`config.mk`:
```
export PLATFORM = sky130hd
export DESIGN_NAME = lrs_top
export DESIGN_NICKNAME = d
export VERILOG_FILES = /design/src/logic/lrs_pkg.sv /design/src/logic/lrs_crc_if.sv /design/src/logic/lrs_crc.sv /design/src/logic/lrs_top.sv
export SDC_FILE = /design/constraint.sdc
export NUM_CORES = 1
export LEC_CHECK = 0
export BUFFER_PORTS_ARGS = -buffer_cell sky130_fd_sc_hd__buf_2
export CAP_MARGIN = 40
export CORE_UTILIZATION = 45
export CTS_BUF_LIST = sky130_fd_sc_hd__clkbuf_8
export DETAILED_ROUTE_END_ITERATION = 10
export PLACE_DENSITY = 0.61
export SETUP_SLACK_MARGIN = 0.02
export SLEW_MARGIN = 20
export SYNTH_ARGS = -nofsm -noshare
export SYNTH_HDL_FRONTEND = slang
export SYNTH_SLANG_ARGS = --single-unit
```
`constraint.sdc`:
```
create_clock -name clk_sys -period 10.2 [get_ports clk_sys]
set_input_delay 1.53 -clock clk_sys [delete_from_list [all_inputs] [get_ports clk_sys]]
set_output_delay 1.53 -clock clk_sys [all_outputs]
set_load 0.02 [all_outputs]
```
`src/logic/lrs_pkg.sv`:
```
package lrs_pkg;
  // first control byte of each command
  localparam logic [7:0] CMD_WAKE     = 8'hC3;
  localparam logic [7:0] CMD_SLEEP    = 8'hC6;
  localparam logic [7:0] CMD_TP_ODD   = 8'hE8;
  localparam logic [7:0] CMD_TP_EVEN  = 8'hE4;
  localparam logic [7:0] CMD_TP_ALL   = 8'hE2;
  localparam logic [7:0] CMD_TP_CLR   = 8'hE1;
  localparam logic [7:0] CMD_RESET    = 8'hF0;
  localparam logic [7:0] CMD_INTEG    = 8'hB8;
  localparam logic [7:0] CMD_WRITE_TH = 8'hD2;
  localparam logic [7:0] CMD_READOUT  = 8'h99;
  // checksum generator
  localparam logic [15:0] CRC_POLY    = 16'h1021;
  localparam logic [15:0] CRC_CLEAR   = 16'h0000;
  localparam logic [15:0] CRC_PRELOAD = 16'hFFFF;
  localparam logic [15:0] CRC_EMPTY   = 16'h1D0F;
  localparam logic [4:0]  CRC_PRE_LEN = 5'h10;
  localparam logic [4:0]  CRC_BYTE    = 5'h08;
  // frame layout
  localparam int          FRAME_LEN_DEF = 16;
  localparam logic [7:0]  SANITY_DEF    = 8'h5A; // arbitrary value
  localparam logic [15:0] THR_RST       = 16'h0000;
  localparam logic [7:0]  IDX_TEMP      = 8'h06;
  localparam logic [7:0]  IDX_PIX0      = 8'h09;
  // timing: the system clock, a 1 us tick, and the sequencing delays
  localparam int CLK_MHZ    = 10;
  localparam int TICK_NS    = 1000;
  localparam int TICK_CYC   = TICK_NS * CLK_MHZ / 1000;
  localparam int T_FR_US    = 200;
  localparam int T_WAKE_US  = 500;
  localparam int T_ZEBRA_US = 100;
  localparam int FR_TICKS   = (T_FR_US * 1000 + TICK_NS - 1) / TICK_NS;
  localparam int WAKE_TICKS = (T_WAKE_US * 1000) / TICK_NS;
  localparam int ZEB_TICKS  = (T_ZEBRA_US * 1000 + TICK_NS - 1) / TICK_NS;
  localparam int FR_CYC     = FR_TICKS * TICK_CYC;

  typedef enum logic [3:0] {K_NONE, K_WAKE, K_SLEEP, K_RESET, K_INTEG, K_THR, K_READ,
                            K_TP_CLR, K_TP_ODD, K_TP_EVEN, K_TP_ALL} lrs_cmd_t;
  typedef enum logic [2:0] {S_POR, S_IDLE, S_INTEG, S_CONV, S_READY, S_SLEEP,
                            S_WAKING} lrs_state_t;

  // three control bytes to a command kind; fixed commands other than chip reset need zero tails
  function automatic lrs_cmd_t lrs_decode(input logic [23:0] c);
    lrs_cmd_t k;
    logic     z;
    k = K_NONE;
    z = (c[15:0] == 16'h0000);
    if (c[23:16] == CMD_RESET) k = K_RESET;
    else if (c[23:16] == CMD_INTEG) k = K_INTEG;
    else if (c[23:16] == CMD_WRITE_TH) k = K_THR;
    else if (c[23:16] == CMD_READOUT) k = K_READ;
    else if (z && c[23:16] == CMD_WAKE) k = K_WAKE;
    else if (z && c[23:16] == CMD_SLEEP) k = K_SLEEP;
    else if (z && c[23:16] == CMD_TP_CLR) k = K_TP_CLR;
    else if (z && c[23:16] == CMD_TP_ODD) k = K_TP_ODD;
    else if (z && c[23:16] == CMD_TP_EVEN) k = K_TP_EVEN;
    else if (z && c[23:16] == CMD_TP_ALL) k = K_TP_ALL;
    return k;
  endfunction
endpackage

```
`src/logic/lrs_crc_if.sv`:
```
`timescale 1ns/1ps
interface lrs_crc_if;
  logic        start; // clear and preload
  logic        load;  // one frame byte
  logic [7:0]  data;
  logic [15:0] crc;
  logic        busy;
  modport eng (output start, load, data, input crc, busy);
  modport gen (input start, load, data, output crc, busy);
endinterface

```
`src/logic/lrs_crc.sv`:
```
`timescale 1ns/1ps
module lrs_crc
  import lrs_pkg::*;
(
  input wire logic clk_sys,    // system clock
  input wire logic srst_n,     // synchronised reset, active low
  lrs_crc_if.gen   crc_if      // byte feed and result
);
  logic [15:0] crc_q, crc_d, sh_q, sh_d;
  logic [4:0]  cnt_q, cnt_d;
  logic [7:0]  buf_q, buf_d;
  logic        pend_q, pend_d;

  // one bit into the generator, feedback from stage 16
  function automatic logic [15:0] step(input logic [15:0] c, input logic b);
    logic fb;
    fb = c[15] ^ b;
    return {c[14:0], 1'b0} ^ (fb ? CRC_POLY : CRC_CLEAR);
  endfunction

  // one bit per cycle; a byte lasts 64 cycles on the wire, so this keeps up
  always_comb
  begin
    crc_d  = crc_q;
    sh_d   = sh_q;
    cnt_d  = cnt_q;
    buf_d  = buf_q;
    pend_d = pend_q;
    if (crc_if.start)
    begin
      crc_d  = CRC_CLEAR;
      sh_d   = CRC_PRELOAD;
      cnt_d  = CRC_PRE_LEN;
      pend_d = 1'b0;
    end
    else if (cnt_q != 5'h00)
    begin
      crc_d = step(crc_q, sh_q[15]);
      sh_d  = {sh_q[14:0], 1'b0};
      cnt_d = cnt_q - 5'h01;
    end
    else if (pend_q)
    begin
      sh_d   = {buf_q, 8'h00};
      cnt_d  = CRC_BYTE;
      pend_d = 1'b0;
    end
    if (crc_if.load)
    begin
      buf_d  = crc_if.data;
      pend_d = 1'b1;
    end
  end

  always_ff @(posedge clk_sys or negedge srst_n)
  begin
    if (!srst_n)
    begin
      crc_q  <= CRC_CLEAR;
      sh_q   <= CRC_CLEAR;
      cnt_q  <= 5'h00;
      buf_q  <= 8'h00;
      pend_q <= 1'b0;
    end
    else
    begin
      crc_q  <= crc_d;
      sh_q   <= sh_d;
      cnt_q  <= cnt_d;
      buf_q  <= buf_d;
      pend_q <= pend_d;
    end
  end

  assign crc_if.crc  = crc_q;
  assign crc_if.busy = pend_q || (cnt_q != 5'h00);
endmodule

```
`src/logic/lrs_top.sv`:
```
`timescale 1ns/1ps
// Notes on behaviour
// wake command C3 00 00 brings the device out of sleep.
// host waits up to the wake interval before expecting full operation.
// chip reset accepted in any state, sleep recovery timing applies.
// 16-bit checksum over bytes up to N-2, sent as last two bytes.
// checksum polynomial has terms sixteen, twelve, five and zero.
// generator cleared to zero, then all ones shifted in before data.
// frame bytes shifted in frame order, average byte last.
// first checksum byte is stages 16..9, second stages 8..1.
// host checks whole frame gives zero, else discards it.
// temperature conversion result placed in frame byte 6.
// host sends chip reset as its first command.
// after integration wait the frame-ready delay, then raise frame-done.
// host starts new integration only after read-out completes.
// host writes thresholds before starting integration.
// first scan after power-on or chip reset is a dummy.
// test patterns replace start-integration; read-out after frame-done.
// frame-done is a dedicated output usable as an interrupt.
// four-wire serial interface: select, clock, data in, data out.
// sleep command C6 00 00 shuts oscillator and converter down.
// test-pattern integration starts when select returns high.
// checksum bytes shifted most significant bit first.
module lrs_top
  import lrs_pkg::*;
#(
  parameter int         FRAME_LEN = FRAME_LEN_DEF, // frame bytes incl. checksum
  parameter logic [7:0] SANITY    = SANITY_DEF     // first frame byte
)(
  input  wire logic        clk_sys,    // 10 MHz system clock
  input  wire logic        nrst,       // reset, active low
  input  wire logic        cs_n,       // serial select, active low
  input  wire logic        sclk,       // serial clock from host
  input  wire logic        mosi,       // serial data from host
  output      logic        miso,       // serial data to host
  output      logic        frame_done, // frame ready for read-out
  output      logic        osc_en,     // oscillator running
  output      logic        adc_en,     // converter powered
  output      logic        integ_on,   // pixel integration active
  output      logic        tp_on,      // test pattern in use
  output      logic [1:0]  tp_sel,     // 0 cleared, 1 odd, 2 even, 3 all
  output      logic [15:0] thr,        // low-resolution thresholds
  output      logic        temp_conv,  // temperature conversion request
  input  wire logic [7:0]  temp_code,  // temperature converter result
  output      logic        pix_next,   // pixel byte taken
  input  wire logic [7:0]  pixel_byte, // current pixel byte
  input  wire logic [7:0]  avg_byte    // pixel average byte
);
  logic [1:0] rsync_q;
  logic       srst_n;
  logic [2:0] s1_q, s2_q, s3_q;
  logic       cs_s, sclk_rise, cs_rise, cs_fall, mosi_s;

  // reset released through two flops
  always_ff @(posedge clk_sys or negedge nrst)
  begin
    if (!nrst) rsync_q <= 2'b00;
    else rsync_q <= {rsync_q[0], 1'b1};
  end
  assign srst_n = rsync_q[1];

  // pins pass two flops; a third copy only finds edges
  always_ff @(posedge clk_sys or negedge srst_n)
  begin
    if (!srst_n)
    begin
      s1_q <= 3'h1;
      s2_q <= 3'h1;
      s3_q <= 3'h1;
    end
    else
    begin
      s1_q <= {mosi, sclk, cs_n};
      s2_q <= s1_q;
      s3_q <= s2_q;
    end
  end
  assign cs_s      = s2_q[0];
  assign mosi_s    = s2_q[2];
  assign sclk_rise = s2_q[1] && !s3_q[1] && !cs_s;
  assign cs_rise   = cs_s && !s3_q[0];
  assign cs_fall   = !cs_s && s3_q[0];

  lrs_crc_if crc_if ();

  lrs_crc u_crc (
    .clk_sys (clk_sys),
    .srst_n  (srst_n),
    .crc_if  (crc_if)
  );

  // serial datapath state
  logic [7:0]  rx_q, rx_d, tx_q, tx_d, bcnt_q, bcnt_d, fidx, fb, rxb;
  logic [2:0]  bit_q, bit_d;
  logic [7:0]  cmd_q [3];
  logic [7:0]  cmd_d [3];
  logic        byte_done, ro_start, ld, pixn_d, tconv_d, pixn_q, tconv_q;
  // sequencing state
  lrs_state_t  st_q, st_d;
  lrs_cmd_t    kind;
  logic [15:0] tmr_q, tmr_d, thr_q, thr_d;
  logic [7:0]  prev_q [3];
  logic [7:0]  prev_d [3];
  logic [7:0]  fcnt_q, fcnt_d;
  logic [3:0]  tick_q, tick_d;
  logic        tick, rd_q, rd_d, dummy_q, dummy_d, tpon_q, tpon_d, exec;
  logic [1:0]  tps_q, tps_d;

  assign rxb       = {rx_q[6:0], mosi_s};
  assign byte_done = sclk_rise && (bit_q == 3'h7);
  assign fidx      = bcnt_q - 8'h02;
  // the read-out command starts streaming as soon as its third byte lands
  assign ro_start  = byte_done && bcnt_q == 8'h02 && st_q == S_READY && !rd_q
                     && lrs_decode({cmd_q[0], cmd_q[1], rxb}) == K_READ;
  assign ld        = byte_done && (ro_start || rd_q) && bcnt_q >= 8'h02;
  assign exec      = cs_rise && bcnt_q == 8'h03 && !rd_q;
  assign kind      = lrs_decode({cmd_q[0], cmd_q[1], cmd_q[2]});

  // frame byte by index
  always_comb
  begin
    fb = pixel_byte;
    if (fidx >= 8'(FRAME_LEN)) fb = 8'h00;
    else if (fidx == 8'(FRAME_LEN - 1)) fb = crc_if.crc[7:0];
    else if (fidx == 8'(FRAME_LEN - 2)) fb = crc_if.crc[15:8];
    else if (fidx == 8'(FRAME_LEN - 3)) fb = avg_byte;
    else if (fidx == 8'h00) fb = SANITY;
    else if (fidx <= 8'h03) fb = prev_q[2'(fidx - 8'h01)];
    else if (fidx <= 8'h05) fb = cmd_q[2'(fidx - 8'h03)];
    else if (fidx == IDX_TEMP) fb = temp_code;
    else if (fidx == 8'h07) fb = {dummy_q, tpon_q, tps_q, 4'h0};
    else if (fidx == 8'h08) fb = fcnt_q;
  end

  // checksum feed: every byte before the two checksum bytes
  assign crc_if.start = ro_start;
  assign crc_if.load  = ld && fidx <= 8'(FRAME_LEN - 3);
  assign crc_if.data  = fb;

  // receive and send one bit per serial clock rise; the outgoing bit moves
  // right after the rise, a full half period before the host samples again
  always_comb
  begin
    rx_d    = rx_q;
    tx_d    = tx_q;
    bit_d   = bit_q;
    bcnt_d  = bcnt_q;
    cmd_d   = cmd_q;
    pixn_d  = 1'b0;
    tconv_d = ro_start;
    if (cs_fall)
    begin
      bit_d  = 3'h0;
      bcnt_d = 8'h00;
      tx_d   = 8'h00;
    end
    else if (sclk_rise)
    begin
      rx_d  = rxb;
      tx_d  = {tx_q[6:0], 1'b0};
      bit_d = bit_q + 3'h1;
      if (byte_done)
      begin
        if (bcnt_q < 8'h03) cmd_d[bcnt_q[1:0]] = rxb;
        if (bcnt_q != 8'hFF) bcnt_d = bcnt_q + 8'h01;
        if (ld)
        begin
          tx_d   = fb;
          pixn_d = fidx >= IDX_PIX0 && fidx < 8'(FRAME_LEN - 3);
        end
      end
    end
  end

  always_ff @(posedge clk_sys or negedge srst_n)
  begin
    if (!srst_n)
    begin
      rx_q    <= 8'h00;
      tx_q    <= 8'h00;
      bit_q   <= 3'h0;
      bcnt_q  <= 8'h00;
      cmd_q   <= '{8'h00, 8'h00, 8'h00};
      pixn_q  <= 1'b0;
      tconv_q <= 1'b0;
    end
    else
    begin
      rx_q    <= rx_d;
      tx_q    <= tx_d;
      bit_q   <= bit_d;
      bcnt_q  <= bcnt_d;
      cmd_q   <= cmd_d;
      pixn_q  <= pixn_d;
      tconv_q <= tconv_d;
    end
  end

  // 1 us tick from a divider; all sequencing delays count ticks
  assign tick = (tick_q == 4'(TICK_CYC - 1));

  // sequencer; a delay ends on the tick after the timer hits zero, so the
  // full programmed number of tick periods always elapses
  always_comb
  begin
    st_d    = st_q;
    tmr_d   = tmr_q;
    thr_d   = thr_q;
    prev_d  = prev_q;
    fcnt_d  = fcnt_q;
    rd_d    = rd_q;
    dummy_d = dummy_q;
    tpon_d  = tpon_q;
    tps_d   = tps_q;
    tick_d  = tick ? 4'h0 : tick_q + 4'h1;
    if (tick && tmr_q != 16'h0000) tmr_d = tmr_q - 16'h0001;
    unique case (st_q)
      S_INTEG:  if (tick && tmr_q == 16'h0000)
                begin
                  st_d  = S_CONV;
                  tmr_d = 16'(FR_TICKS);
                end
      S_CONV:   if (tick && tmr_q == 16'h0000) st_d = S_READY;
      S_WAKING: if (tick && tmr_q == 16'h0000) st_d = S_IDLE;
      S_POR, S_IDLE, S_READY, S_SLEEP: ;
    endcase
    if (ro_start) rd_d = 1'b1;
    if (cs_rise && rd_q)
    begin
      // read-out over: a new integration may start now
      rd_d    = 1'b0;
      st_d    = S_IDLE;
      fcnt_d  = fcnt_q + 8'h01;
      dummy_d = 1'b0;
      prev_d  = cmd_q;
    end
    if (exec && (st_q != S_POR || kind == K_RESET)
        && (st_q != S_SLEEP || kind == K_RESET || kind == K_WAKE))
    begin
      if (kind != K_NONE && kind != K_READ) prev_d = cmd_q;
      unique case (kind)
        K_RESET:
        begin
          st_d    = (st_q == S_SLEEP) ? S_WAKING : S_IDLE;
          tmr_d   = 16'(WAKE_TICKS);
          thr_d   = THR_RST;
          fcnt_d  = 8'h00;
          dummy_d = 1'b1;
          tpon_d  = 1'b0;
          prev_d  = '{8'h00, 8'h00, 8'h00};
        end
        K_WAKE:
          if (st_q == S_SLEEP)
          begin
            st_d  = S_WAKING;
            tmr_d = 16'(WAKE_TICKS);
          end
        K_SLEEP: st_d = S_SLEEP;
        K_THR:
          if (st_q == S_IDLE || st_q == S_READY) thr_d = {cmd_q[1], cmd_q[2]};
        K_INTEG:
          if (st_q == S_IDLE || st_q == S_READY)
          begin
            st_d   = S_INTEG;
            tmr_d  = {cmd_q[1], cmd_q[2]};
            tpon_d = 1'b0;
          end
        K_TP_CLR, K_TP_ODD, K_TP_EVEN, K_TP_ALL:
          if (st_q == S_IDLE || st_q == S_READY)
          begin
            st_d   = S_INTEG;
            tmr_d  = 16'(ZEB_TICKS);
            tpon_d = 1'b1;
            tps_d  = (kind == K_TP_CLR) ? 2'h0 : (kind == K_TP_ODD) ? 2'h1 :
                     (kind == K_TP_EVEN) ? 2'h2 : 2'h3;
          end
        K_READ, K_NONE: ;
      endcase
    end
  end

  always_ff @(posedge clk_sys or negedge srst_n)
  begin
    if (!srst_n)
    begin
      st_q    <= S_POR;
      tmr_q   <= 16'h0000;
      thr_q   <= THR_RST;
      prev_q  <= '{8'h00, 8'h00, 8'h00};
      fcnt_q  <= 8'h00;
      tick_q  <= 4'h0;
      rd_q    <= 1'b0;
      dummy_q <= 1'b1;
      tpon_q  <= 1'b0;
      tps_q   <= 2'h0;
    end
    else
    begin
      st_q    <= st_d;
      tmr_q   <= tmr_d;
      thr_q   <= thr_d;
      prev_q  <= prev_d;
      fcnt_q  <= fcnt_d;
      tick_q  <= tick_d;
      rd_q    <= rd_d;
      dummy_q <= dummy_d;
      tpon_q  <= tpon_d;
      tps_q   <= tps_d;
    end
  end

  // outputs: state decodes and flops
  assign miso       = tx_q[7];
  assign frame_done = (st_q == S_READY) && !rd_q;
  assign osc_en     = (st_q != S_SLEEP);
  assign adc_en     = (st_q != S_SLEEP);
  assign integ_on   = (st_q == S_INTEG);
  assign tp_on      = tpon_q;
  assign tp_sel     = tps_q;
  assign thr        = thr_q;
  assign temp_conv  = tconv_q;
  assign pix_next   = pixn_q;

  // cycles spent converting, for the frame-ready delay check
  int conv_cnt_q;
  always_ff @(posedge clk_sys or negedge srst_n)
  begin
    if (!srst_n) conv_cnt_q <= 0;
    else conv_cnt_q <= (st_q == S_CONV) ? conv_cnt_q + 1 : 0;
  end
endmodule

```
==> results by group <==
Hold path
  – Hold Path Origin: rsync_q[0]$_DFF_PN0_
  – Worst Hold Path EP: rsync_q[1]$_DFF_PN0_
  – Worst hold path class: register to register
  – Hold Path Depth: 0

Clock network
  – CTS sink count: 184
  – CTS tree: built
  – Clock buffer depth: 2
  – Hold_buf cts: 0
  – Htree depth: 4
  – Root buffer cell: clkbuf_8
  – Clk_lat worst skew: 0.48 ns
  – Clock slew at reported path FFs: 0.12 ns
  – PostCTS Resize Cnt: 0
  – Post-CTS Setup Bufs: 0
  – TritonCTS Buffers: 17

Finish
  – Diodes inserted: 0
  – Synthesis-to-finish area growth: 10.24%
  – Nets: 1158
  – Layout cells sized above 1: 13.81%
  – Fill cells: 2047
  – Finished Cell Area: 10970 µm²

Route
  – Vias per inst: 5.924
  – Avg WL per Cell: just under 20 µm
  – DRC marker count from the first detailed-route iteration: 861
  – Final ANT Viol Nets: 0
  – Routed wire length: 27600 µm
  – Remaining DRCs: 0
  – Drt pass-1 iters: 7
  – Routed vias: 8353

Worst setup path
  – CP peak stage delay: 0.71 ns
  – Crit start category: register
  – Reg2Reg Capture Point: tx_q[3]$_DFFE_PN0P_
  – CP max-delay cell: nor4b_1
  – Crit. End Element: primary output
  – Reg2Reg Launch Point: bcnt_q[1]$_DFFE_PN0P_
  – Worst-case reg-to-reg path depth: 9
  – CP arrival: 1.97 ns
  – Flop2flop setup slack: 6.77 ns
  – Cell chain of the critical path: nor4b_1 -> buf_2
  – Critical Setup Path Class: register to primary output
  – CP Max Fanout: 7
  – Worst path required time: 8.67 ns

Synth
  – Async SR Flop Fraction: 100.0%
  – Flops & latches, synth: 184
  – Yosys top cell by area: dfrtp_1
  – Synth cell types: between 70 and 80
  – Top cells by area, synth: dfrtp_1, mux2i_1, nand2_1, nor2_1, o21ai_0
  – Yosys Warn Count: 0
  – Syn avg cell area: 9.165 µm²
  – Post-synth EDFFs: 0
  – Most common cell in the netlist: dfrtp_1
  – Register area share after synthesis: between 40% and 50%
  – Synth Net Count: 1127
  – Synthesized area: 9953 µm²
  – Post-synth top cells: dfrtp_1, nand2_1, nor2_1, o21ai_0, mux2i_1
  – Synth Instances: 1086
  – Top-area cell type share of the netlist area: 45.25%
  – Top FF cell, synth: dfrtp_1

STA
  – Final period util: 34.35%
  – Finish-stage setup viols: 0
  – Final Hold Vio Count: 0
  – Fmax: 285.4 MHz
  – RSZ-0062 raised after global routing: false
  – Pins Over Slew Limit: 0
  – Max-slew headroom: 38.65%
  – PnR worst setup slack: between 6 and 7 ns
  – Clock Skews: around 0.020 ns
  – Final hold slack: ~0.34 ns
  – Slew @ Worst Pin: 0.9137 ns
  – Fin crit period: 3.503 ns
  – Setup TNS: 0 ns

Global routing
  – Largest net degree at the start of global routing: 58
  – Vias in the first global route: ~8000
  – Initial antenna violation count: 0
  – GRT Total Usage: between 20% and 30%
  – Total grt overflow: 0
  – First-pass GRT wire length: between 40000 and 50000 µm

Placement
  – Final GP Congestion: 0.9497
  – HPWL Detailed: 19600 µm
  – Pre-CTS setup slack: 6.725 ns
  – Placed cell area: about 10000 µm²
  – Port bufs: 54

Run
  – MaxCap Viol Count: 0

Power and ir drop
  – Maximum VDD drop: 0.07561 mV
  – Power Total: 0.001336 W
  – Lkg Pwr: 5.219 nW
  – Power per cell area: 121.7 nW/µm²

Floorplan
  – CORE AREA: about 22000 µm²
  – Die Area: approximately 23000 µm²
  – Height of the die: 150.7 µm
  – I/O pins: 55
  – Horiz. Die Dim: roughly 150 µm
  – Starting Density: a little under half
  – FP Rows: 54

Run status
  – Status: finished clean
==> power by group <==
| group | internal (W) | total, W | switching (W) | leakage [nW] |
|---|---|---|---|---|
| Sequential | 0.000737 | 0.000750 | 0.0000132 | 2.47 |
| Clock | 0.000238 | 0.000552 | 0.000313 | 0.228 |
| Combinational | 0.0000109 | 0.0000336 | 0.0000227 | 2.52 |
| Total | 0.000986 | 0.00134 | 0.000349 | 5.22 |
==> state kept, by name, summed over array words and instances (netlist names), 4 cells and up <==
name / cells
rx_q: 7
fcnt_q: 8
tick_q: 4
prev_q: 24
u_crc.crc_if.crc: 16
u_crc.sh_q: 16
tmr_q: 16
u_crc.buf_q: 8
thr: 16
cmd_q: 24
u_crc.cnt_q: 5
bcnt_q: 8
tx_q: 8
==> worst max-delay path, delay by kind of cell, from the launching register on <==
family	cells	cell delay (ns)
DFF	1	0.50
buffers and inverters	1	0.29
and+or+nand+nor	1	0.71
==> layout by cell type (no fill, tap or decap), drive strengths merged, types with 8 or more instances in the layout <==
cell type,netlist,layout
a211oi,13,13
mux2,32,32
xor2,14,14
nand2,156,156
xnor2,22,22
nor2,139,139
inv,19,26
nand4,10,10
nor2b,9,9
ha,12,12
dfrtp,180,180
o21ai,82,82
nand3,38,38
buf,14,64
nor3,38,38
or3,14,14
a31oi,11,11
a21oi,50,50
o31ai,8,8
nor4,13,13
mux2i,62,62
clkbuf,39,18
==> per-stage QoR <==
| stage | util [%] | cells |
|---|---|---|
| final | 50.44 | 1410 |
| after global routing | 50.44 | 1410 |
| after CTS | 50.33 | 1408 |
| after detailed placement | 48.22 | 1376 |
| after global placement | 47.93 | 1373 |
| after floorplan | - | 1086 |
==> logic make-up after synthesis <==
kind of cell | Yosys count | synth area share, %
and+or+nand+nor | 457 | 21.37
AOI/OAI and AO/OA | 229 | 14.73
DFF | 184 | 46.31
muxes | 94 | 9.856
buffers and inverters | 73 | 3.017
xor gates and xnor gates | 36 | 3.168
adders and majority gates | 12 | 1.508
other | 1 | 0.03768
==> how the worst max path moves through the flow <==
stage | start | cells after the start | endpoint | slack (ns)
6_report | rd_q$_DFFE_PN0P_ | 2 | frame_done | 6.70
5_1_grt | st_q[0]$_DFF_PN0_ | 4 | adc_en | 6.50
4_1_cts | st_q[0]$_DFF_PN0_ | 4 | adc_en | 6.69
3_5_place_dp | bcnt_q[0]$_DFFE_PN0P_ | 10 | tx_q[6]$_DFFE_PN0P_ | 6.72
3_3_place_gp | cmd_q[18]$_DFFE_PN0P_ | 9 | u_crc.buf_q[6]$_DFFE_PN0P_ | 6.75
2_1_floorplan | rsync_q[1]$_DFF_PN0_ | 0 | bcnt_q[0]$_DFFE_PN0P_ | 4.70
==> metal layers <==
metal | vias to the layer above | GRT usage [%] | part of all wire (%)
met5 | - | 0 | 0
met4 | 0 | 7.800 | 2.3
met3 | 43 | 4.818 | 6.0
met2 | 293 | 36.28 | 44
met1 | 4091 | 38.10 | 48
li1 | 3926 | - | -
==> cell type report <==
cell class,instances,area (µm²),area share [%]
multi-input cells,829,5077,46.27
clock buffers,17,234.0,2.132
flip-flops and latches,184,4613,42.04
repair buffers,65,396.6,3.615
well taps,280,350.3,3.193
clock inverters,15,226.5,2.064
inverters,20,75.07,0.6842
Note: power is estimated with default switching activity, not from simulation.
